File: config.mk
export PLATFORM = sky130hd
export DESIGN_NAME = fan_tachometer_monitor
export DESIGN_NICKNAME = d
export VERILOG_FILES = /design/src/hw/fan_tach_pkg.sv /design/src/hw/fan_tachometer_monitor.sv
export SDC_FILE = /design/constraint.sdc
export NUM_CORES = 1
export LEC_CHECK = 0
export BUFFER_PORTS_ARGS = -buffer_cell sky130_fd_sc_hd__buf_2
export CELL_PAD_IN_SITES_DETAIL_PLACEMENT = 1
export CELL_PAD_IN_SITES_GLOBAL_PLACEMENT = 2
export CORE_MARGIN = 2
export CORE_UTILIZATION = 30
export DETAILED_ROUTE_END_ITERATION = 16
export PLACE_DENSITY_LB_ADDON = 0.08
export SETUP_SLACK_MARGIN = 0.2
export SYNTH_ARGS = -nofsm -noshare
export SYNTH_HDL_FRONTEND = slang
export SYNTH_SLANG_ARGS = --single-unit
File: constraint.sdc
create_clock -name aclk -period 10.4 [get_ports aclk]
set_input_delay 1.04 -clock aclk [delete_from_list [all_inputs] [get_ports aclk]]
set_output_delay 1.04 -clock aclk [all_outputs]
set_load 0.05 [all_outputs]
File: src/hw/fan_tach_pkg.sv
/*
 * Constants, register map and carrier types of the fan speed monitor.
 * Assumes a 125 MHz system clock and a 32-bit AXI4-Lite register bus.
 */
package fan_tach_pkg;

   // ------------------------------------------------------------
   // Timing
   // ------------------------------------------------------------
   localparam int unsigned CLK_PERIOD_NS  = 8;
   localparam int unsigned TICK_PERIOD_NS = 10000;
   localparam int unsigned TICK_CYCLES    = (TICK_PERIOD_NS + CLK_PERIOD_NS - 1) / CLK_PERIOD_NS;
   localparam logic [10:0] TICK_LAST      = 11'(TICK_CYCLES - 1);
   localparam logic [1:0]  FILTER_TICKS   = 2'h2;

   // ------------------------------------------------------------
   // Register map
   // ------------------------------------------------------------
   localparam logic [31:0] OFS_CONTROL = 32'h0000_0000;
   localparam logic [31:0] OFS_FLAGS   = 32'h0000_0004;
   localparam logic [31:0] OFS_UPPER   = 32'h0000_0008;
   localparam logic [31:0] OFS_LOWER   = 32'h0000_000c;

   localparam int CTL_TOGGLE_IE = 15;
   localparam int CTL_READY_IE  = 14;
   localparam int CTL_EDGES_HI  = 12;
   localparam int CTL_EDGES_LO  = 11;
   localparam int CTL_MODE      = 10;
   localparam int CTL_FILTER    = 8;
   localparam int CTL_ENABLE    = 1;
   localparam int CTL_LIMIT_IE  = 0;
   localparam int CTL_READ_LO   = 16;

   localparam int STS_READY  = 3;
   localparam int STS_TOGGLE = 2;
   localparam int STS_PIN    = 1;
   localparam int STS_LIMIT  = 0;

   localparam logic [15:0] UPPER_RESET = 16'hffff;
   localparam logic [15:0] LOWER_RESET = 16'h0000;
   localparam logic [15:0] COUNT_MAX   = 16'hffff;
   localparam logic [15:0] COUNT_ZERO  = 16'h0000;

   localparam logic [1:0] EDGES_CODE_3 = 2'h1;
   localparam logic [1:0] EDGES_CODE_5 = 2'h2;
   localparam logic [1:0] EDGES_CODE_9 = 2'h3;
   localparam logic [3:0] EDGES_3      = 4'h3;
   localparam logic [3:0] EDGES_5      = 4'h5;
   localparam logic [3:0] EDGES_9      = 4'h9;

   localparam logic [1:0] RESP_OKAY   = 2'h0;
   localparam logic [1:0] RESP_SLVERR = 2'h2;

   // ------------------------------------------------------------
   // Types
   // ------------------------------------------------------------
   typedef enum logic [2:0] {
      SEL_CONTROL = 3'h0,
      SEL_FLAGS   = 3'h1,
      SEL_UPPER   = 3'h3,
      SEL_LOWER   = 3'h2,
      SEL_NONE    = 3'h6
   } reg_sel_t;

   typedef struct packed {
      logic [31:0] awaddr;
      logic        awvalid;
      logic [31:0] wdata;
      logic [3:0]  wstrb;
      logic        wvalid;
      logic        bready;
      logic [31:0] araddr;
      logic        arvalid;
      logic        rready;
   } axil_req_t;

   typedef struct packed {
      logic        awready;
      logic        wready;
      logic        bvalid;
      logic [1:0]  bresp;
      logic        arready;
      logic        rvalid;
      logic [31:0] rdata;
      logic [1:0]  rresp;
   } axil_rsp_t;

   typedef struct packed {
      logic       toggle_ie;
      logic       ready_ie;
      logic [1:0] edges;
      logic       mode;
      logic       filter;
      logic       enable;
      logic       limit_ie;
   } ctrl_t;

   typedef struct packed {
      logic ready;
      logic toggle;
      logic limit;
   } flags_t;

   typedef struct packed {
      axil_rsp_t   rsp;
      logic [31:0] awaddr;
      logic [31:0] wdata;
      logic [3:0]  wstrb;
      ctrl_t       ctrl;
      flags_t      flags;
      logic [15:0] upper;
      logic [15:0] lower;
      logic [15:0] reading;
      logic [15:0] counter;
      logic [3:0]  edge_cnt;
      logic [10:0] tick_cnt;
      logic [2:0]  sync;
      logic        pin;
      logic [1:0]  filt_cnt;
      logic        level;
      logic        irq;
   } mon_state_t;

endpackage

File: src/hw/fan_tachometer_monitor.sv
/*
 * Fan speed monitor: tach input synchroniser, glitch filter, free-running
 * edge counter or 100 kHz interval counter, limit check, flags, interrupt,
 * and an AXI4-Lite register slave.
 * Assumes tach_in is asynchronous to aclk and the bus master keeps
 * AXI4-Lite handshakes; one clock, synchronous active-low reset.
 */
// Design decision made here: the AXI4-Lite slave port.
`timescale 1ns/1ns

module fan_tachometer_monitor (
   input  wire logic                   aclk,
   input  wire logic                   aresetn,
   input  wire fan_tach_pkg::axil_req_t axil_req,
   output fan_tach_pkg::axil_rsp_t     axil_rsp,
   input  wire logic                   tach_in,
   output logic                        tach_irq
);
   import fan_tach_pkg::*;

   // ------------------------------------------------------------
   // Helpers
   // ------------------------------------------------------------
   function automatic reg_sel_t decode(input logic [31:0] addr);
      unique case (addr)
         OFS_CONTROL: decode = SEL_CONTROL;
         OFS_FLAGS:   decode = SEL_FLAGS;
         OFS_UPPER:   decode = SEL_UPPER;
         OFS_LOWER:   decode = SEL_LOWER;
         default:     decode = SEL_NONE;
      endcase
   endfunction

   // Code 00 is undefined; it is treated like the 3-edge setting
   function automatic logic [3:0] edge_target(input logic [1:0] code);
      unique case (code)
         EDGES_CODE_9: edge_target = EDGES_9;
         EDGES_CODE_5: edge_target = EDGES_5;
         EDGES_CODE_3: edge_target = EDGES_3;
         default:      edge_target = EDGES_3;
      endcase
   endfunction

   mon_state_t s_reg;
   mon_state_t s_next;

   // ------------------------------------------------------------
   // Next state
   // ------------------------------------------------------------
   always_comb begin
      logic       tick;
      logic       chg;
      logic       rise;
      logic       wr_go;
      logic       latch;
      logic [15:0] cnt_inc;
      logic [3:0]  edge_inc;
      reg_sel_t   wsel;
      reg_sel_t   rsel;
      logic [31:0] rword;

      s_next   = s_reg;
      tick     = 1'b0;
      chg      = 1'b0;
      rise     = 1'b0;
      latch    = 1'b0;
      cnt_inc  = s_reg.counter;
      edge_inc = s_reg.edge_cnt;
      wsel     = decode(s_reg.awaddr);
      rsel     = decode(axil_req.araddr);
      rword    = 32'h0000_0000;
      wr_go    = !s_reg.rsp.awready && !s_reg.rsp.wready && !s_reg.rsp.bvalid;

      // Three-stage synchroniser; only stages two and three are compared
      s_next.sync = {s_reg.sync[1:0], tach_in};
      if (s_reg.sync[1] == s_reg.sync[2]) begin
         s_next.pin = s_reg.sync[2];
      end

      // 100 kHz tick divider, held at zero while the monitor is idle
      if (s_reg.ctrl.enable) begin
         if (s_reg.tick_cnt == TICK_LAST) begin
            s_next.tick_cnt = '0;
            tick            = 1'b1;
         end else begin
            s_next.tick_cnt = s_reg.tick_cnt + 11'h001;
         end
      end else begin
         s_next.tick_cnt = '0;
      end

      // Glitch filter; a new level must hold for two ticks
      if (!s_reg.ctrl.enable || !s_reg.ctrl.filter) begin
         s_next.level    = s_reg.pin;
         s_next.filt_cnt = '0;
      end else if (s_reg.pin == s_reg.level) begin
         s_next.filt_cnt = '0;
      end else if (tick) begin
         if (s_reg.filt_cnt + 2'h1 == FILTER_TICKS) begin
            s_next.level    = s_reg.pin;
            s_next.filt_cnt = '0;
         end else begin
            s_next.filt_cnt = s_reg.filt_cnt + 2'h1;
         end
      end

      // Level following the pin while idle keeps enable from faking an edge
      chg  = s_reg.ctrl.enable && (s_next.level != s_reg.level);
      rise = chg && s_next.level;

      // Counting
      if (s_reg.ctrl.enable && s_reg.ctrl.mode) begin
         cnt_inc  = s_reg.counter + {15'h0000, tick};
         edge_inc = s_reg.edge_cnt + {3'h0, chg};
         if (chg && edge_inc >= edge_target(s_reg.ctrl.edges)) begin
            s_next.reading  = cnt_inc;
            s_next.counter  = COUNT_ZERO;
            s_next.edge_cnt = 4'h1;
            latch           = 1'b1;
         end else if (cnt_inc == COUNT_MAX) begin
            s_next.reading  = COUNT_MAX;
            s_next.counter  = COUNT_ZERO;
            s_next.edge_cnt = edge_inc;
            latch           = 1'b1;
         end else begin
            s_next.counter  = cnt_inc;
            s_next.edge_cnt = edge_inc;
         end
      end else if (s_reg.ctrl.enable) begin
         s_next.edge_cnt = '0;
         if (rise) begin
            s_next.counter = s_reg.counter + 16'h0001;
            s_next.reading = s_reg.counter + 16'h0001;
         end
      end

      // Register writes, one cycle after address and data are both held
      if (wr_go) begin
         s_next.rsp.bvalid = 1'b1;
         s_next.rsp.bresp  = (wsel == SEL_NONE) ? RESP_SLVERR : RESP_OKAY;
         unique case (wsel)
            SEL_CONTROL: begin
               if (s_reg.wstrb[0]) begin
                  s_next.ctrl.enable   = s_reg.wdata[CTL_ENABLE];
                  s_next.ctrl.limit_ie = s_reg.wdata[CTL_LIMIT_IE];
               end
               if (s_reg.wstrb[1]) begin
                  s_next.ctrl.toggle_ie = s_reg.wdata[CTL_TOGGLE_IE];
                  s_next.ctrl.ready_ie  = s_reg.wdata[CTL_READY_IE];
                  s_next.ctrl.edges     = s_reg.wdata[CTL_EDGES_HI:CTL_EDGES_LO];
                  s_next.ctrl.mode      = s_reg.wdata[CTL_MODE];
                  s_next.ctrl.filter    = s_reg.wdata[CTL_FILTER];
               end
            end
            SEL_FLAGS: begin
               if (s_reg.wstrb[0]) begin
                  if (s_reg.wdata[STS_READY]) begin
                     s_next.flags.ready = 1'b0;
                  end
                  if (s_reg.wdata[STS_TOGGLE]) begin
                     s_next.flags.toggle = 1'b0;
                  end
                  if (s_reg.wdata[STS_LIMIT]) begin
                     s_next.flags.limit = 1'b0;
                  end
               end
            end
            SEL_UPPER: begin
               if (s_reg.wstrb[0]) begin
                  s_next.upper[7:0] = s_reg.wdata[7:0];
               end
               if (s_reg.wstrb[1]) begin
                  s_next.upper[15:8] = s_reg.wdata[15:8];
               end
            end
            SEL_LOWER: begin
               if (s_reg.wstrb[0]) begin
                  s_next.lower[7:0] = s_reg.wdata[7:0];
               end
               if (s_reg.wstrb[1]) begin
                  s_next.lower[15:8] = s_reg.wdata[15:8];
               end
            end
            default: begin
            end
         endcase
      end

      // Flag setting comes after the clears so a coinciding event wins
      if (latch) begin
         s_next.flags.ready = 1'b1;
      end
      if (!s_reg.ctrl.mode) begin
         s_next.flags.ready = 1'b0;
      end
      if (chg) begin
         s_next.flags.toggle = 1'b1;
      end
      if (s_reg.ctrl.enable && (s_reg.reading > s_reg.upper
                                || s_reg.reading < s_reg.lower)) begin
         s_next.flags.limit = 1'b1;
      end

      s_next.irq = (s_next.flags.toggle && s_next.ctrl.toggle_ie)
                || (s_next.flags.ready && s_next.ctrl.ready_ie)
                || (s_next.flags.limit && s_next.ctrl.limit_ie);

      // Write address and data channels, taken in either order
      if (axil_req.awvalid && s_reg.rsp.awready) begin
         s_next.awaddr      = axil_req.awaddr;
         s_next.rsp.awready = 1'b0;
      end
      if (axil_req.wvalid && s_reg.rsp.wready) begin
         s_next.wdata      = axil_req.wdata;
         s_next.wstrb      = axil_req.wstrb;
         s_next.rsp.wready = 1'b0;
      end
      if (s_reg.rsp.bvalid && axil_req.bready) begin
         s_next.rsp.bvalid  = 1'b0;
         s_next.rsp.awready = 1'b1;
         s_next.rsp.wready  = 1'b1;
      end

      // Read channel; reads never disturb the counter
      unique case (rsel)
         SEL_CONTROL: begin
            rword[CTL_READ_LO +: 16]          = s_reg.reading;
            rword[CTL_TOGGLE_IE]              = s_reg.ctrl.toggle_ie;
            rword[CTL_READY_IE]               = s_reg.ctrl.ready_ie;
            rword[CTL_EDGES_HI:CTL_EDGES_LO]  = s_reg.ctrl.edges;
            rword[CTL_MODE]                   = s_reg.ctrl.mode;
            rword[CTL_FILTER]                 = s_reg.ctrl.filter;
            rword[CTL_ENABLE]                 = s_reg.ctrl.enable;
            rword[CTL_LIMIT_IE]               = s_reg.ctrl.limit_ie;
         end
         SEL_FLAGS: begin
            rword[STS_READY]  = s_reg.flags.ready;
            rword[STS_TOGGLE] = s_reg.flags.toggle;
            rword[STS_PIN]    = s_reg.pin;
            rword[STS_LIMIT]  = s_reg.flags.limit;
         end
         SEL_UPPER: begin
            rword[15:0] = s_reg.upper;
         end
         SEL_LOWER: begin
            rword[15:0] = s_reg.lower;
         end
         default: begin
         end
      endcase
      if (axil_req.arvalid && s_reg.rsp.arready) begin
         s_next.rsp.rdata   = rword;
         s_next.rsp.rresp   = (rsel == SEL_NONE) ? RESP_SLVERR : RESP_OKAY;
         s_next.rsp.rvalid  = 1'b1;
         s_next.rsp.arready = 1'b0;
      end
      if (s_reg.rsp.rvalid && axil_req.rready) begin
         s_next.rsp.rvalid  = 1'b0;
         s_next.rsp.arready = 1'b1;
      end
   end

   // ------------------------------------------------------------
   // State register
   // ------------------------------------------------------------
   always_ff @(posedge aclk) begin
      if (!aresetn) begin
         s_reg             <= '0;
         s_reg.rsp.awready <= 1'b1;
         s_reg.rsp.wready  <= 1'b1;
         s_reg.rsp.arready <= 1'b1;
         s_reg.upper       <= UPPER_RESET;
         s_reg.lower       <= LOWER_RESET;
      end else begin
         s_reg <= s_next;
      end
   end

   assign axil_rsp = s_reg.rsp;
   assign tach_irq = s_reg.irq;

endmodule // fan_tachometer_monitor

==> results.cfg <==
[critical_path]
cp_top_family = compound AO/OA/AOI/OAI gates
critPathMostFrequentCell = ha_1
cpPeakStageDelay_ns = 0.70
critPathRequiredTime_ns = 10.75
path_cells = inv_1, ha_1, and4bb_2, a41oi_4, nor2_1, ha_1, ha_1, xor2_1, ha_1, o21a_1, a21oi_1, nor3_2, nor2_2, o22ai_4, o211ai_1, o211a_1
cp-start-kind = flop
crit_path_max_fanout = 26
cp-end-kind = flop
crit_type = flop to flop
cp_slowest_cell = o22ai_4
critPathBufInv = 1
crit_arrival_ns = 4.98

[clock_tree]
clockBufferDepth = 2
cts_buffers = 17
clock-sinks = 187
tritoncts = built
htree_levels = 4
cts-hold-fix-buffers = 0
cts-root-buf = clkbuf_16
insertion_delay_ns = 0.46
ctsResizeCount = 0
cts.repair_timing.setup_buffer_count = 0
clk_pin_slew_ns = 0.08

[global_route]
grt_antenna_before_repair = 0
grt_first_pass_wirelength_um = 49600
grt_max_degree = 50
grt_pass1_vias = 8687
grt_overflow = 0
grt_use_total_pct = 19.2

[logic_synthesis]
synth_edf_count = 0
async_reset_ff_share_pct = 0
synth_warnings = 0
ys.flop_type = dfxtp_1
netlist_area_um2 = 9620
synth_cells = 1185
yosysUniqueCellTypes = 71
ys_seq_area_share_pct = 38.9
yosys_register_bits = 187
syn_area_per_cell_um2 = 8.12

[sta]
whs_ns = 0.432
setup_viol = 0
final_max_slew_viol_count = 0
fin_crit_ns = 4.63
finalCritPeriodShare_pct = 44.5
fmax_mhz = 216
slew_headroom_pct = 18.9
hold_violations = 0
worst_pin_slew_ns = 1.21
finalClockSkew_ns = 0.0147
fin_setup_tns_ns = 0
rsz0062_at_grt = false

[power]
power.total_mw = 1.48
powerDensity_nw_per_um2 = 137
p_leak_nw = 4.43
irDropWorstVdd_v = 0.000138

[floorplanning]
rows = 65
die_h_um = 183
io_pins = 150
start_util_pct = 30.5
core_region_area_um2 = 31600
die_x_um = 183
dieArea_um2 = 33500

[cells_and_area]
final_cells = 1651
areaGrowthSynthToFinish_pct = 12.7
final_layout_size_suffix_gt1_share_pct = 17.2
fin_nets = 1385
design_area_um2 = 10800
multi_input_area_um2 = 5100
antenna_cells = 0
largest_reg_flops = 145
regArea_um2 = 3740
fill_cells = 3789

[drt]
drt-total-wl_um = 31000
drtAntennaViolNets = 0
first_pass_iters = 6
vias = 8449
wl_per_cell_um = 18.8
viasPerCell = 5.12
post-route-drc-count = 0
drt_iter0_drc = 391

[place]
io_buffer_count = 129
hpwlAfterDp_um = 22600
dpl_cell_area_um2 = 10300
globalplace.congestion = 0.760
dpl.cell_count = 1619

[worst_hold_path]
hold_class = flop to flop

[run_status]
status = finished, final reports clean

[flow_run]
drv_cap = 0
==> through the flow <==
stage               utilization, %  setup slack, ns
floorplan                        -             6.90
global placement              32.5             5.79
detailed placement            32.5             5.74
CTS                           34.4             5.71
global route                  34.4             5.34
finish                        34.4             5.77
==> metal layers <==
| layer | global-route usage, % | up-vias | part of all wire (%) |
|---|---|---|---|
| met4 | 4.61 | 0 | 1.2 |
| li1 | - | 4205 | - |
| met3 | 3.44 | 18 | 3.2 |
| met5 | 0 | - | 0 |
| met2 | 30.9 | 139 | 46 |
| met1 | 26.6 | 4087 | 50 |
==> worst register-to-register path, delay by kind of cell, from the launching register on <==
family / cells / cell delay (ns)
adders and majority gates: 4 / 0.81
DFF: 1 / 0.38
AOI/OAI and AO/OA: 6 / 1.77
and+or+nand+nor: 4 / 1.30
xor gates and xnor gates: 1 / 0.22
buffers and inverters: 1 / 0.06
==> power breakdown <==
group,total [mW],internal (mW),leakage [nW],switching [mW]
sequential,0.743,0.731,1.52,0.0126
clock,0.641,0.316,0.268,0.326
combinational,0.0978,0.0322,2.64,0.0656
total,1.48,1.08,4.43,0.404
==> cell families after synthesis <==
logic type	after synthesis	share of synthesized area [%]
multiplexers	44	4.86
AND/OR/NAND/NOR	452	21.8
XOR/XNOR	28	2.55
AO/OA/AOI/OAI	272	18.3
other	1	0.0390
adder cells (fa/ha/maj)	41	5.33
flip-flops	187	38.9
buffers and inverters	160	8.14
==> cell usage in the layout (no fill, tap or decap), types with 7 or more instances in the layout <==
master,count
dfxtp_1,187
inv_1,50
ha_1,41
buf_4,11
xnor2_1,12
a22oi_1,20
o21ai_0,48
and2_1,14
a221oi_1,12
o221a_2,9
nand3_1,32
nand4_1,17
xor2_1,16
nor2_1,102
a211oi_1,9
nor4_1,19
mux2i_1,40
clkbuf_16,17
nor3_1,20
nand2_1,199
buf_2,129
a21oi_1,114
a31oi_1,7
==> final cells by class <==
cell class,instances,share of cell area [%]
clock buffer,18,3.96
clock inverter,14,1.30
inverter,51,1.79
multi-input combinational,839,47.1
sequential,187,34.5
tap,402,4.64
timing repair buffer,140,6.72
==> synthesized netlist by cell type, types with 12 or more instances <==
cell type / number / area [um2]
nor2_1: 102 / 383
nand4_1: 17 / 106
nand3_1: 32 / 160
nand2_1: 199 / 747
inv_1: 51 / 191
and2_1: 14 / 87.6
xnor2_1: 12 / 105
dfxtp_1: 187 / 3740
buf_4: 43 / 323
nor4_1: 19 / 119
ha_1: 41 / 513
nor3_1: 21 / 105
a221oi_1: 12 / 105
clkbuf_1: 54 / 203
xor2_1: 16 / 140
a22oi_1: 20 / 150
mux2i_1: 40 / 400
o21ai_0: 48 / 240
a21oi_1: 114 / 571
==> final timing paths <==
check	cells past startpoint	slack (ns)	start	to
max	16	5.77	s_reg[9]$_SDFF_PP0_	s_reg[52]$_SDFFE_PN0P_
min	1	0.43	s_next[6]$_SDFF_PN0_	s_next[7]$_SDFF_PN0_
min reg2reg	1	0.43	s_next[6]$_SDFF_PN0_	s_next[7]$_SDFF_PN0_
max reg2reg	16	5.77	s_reg[9]$_SDFF_PP0_	s_reg[52]$_SDFFE_PN0P_
Note: power is estimated with default switching activity, not from simulation.
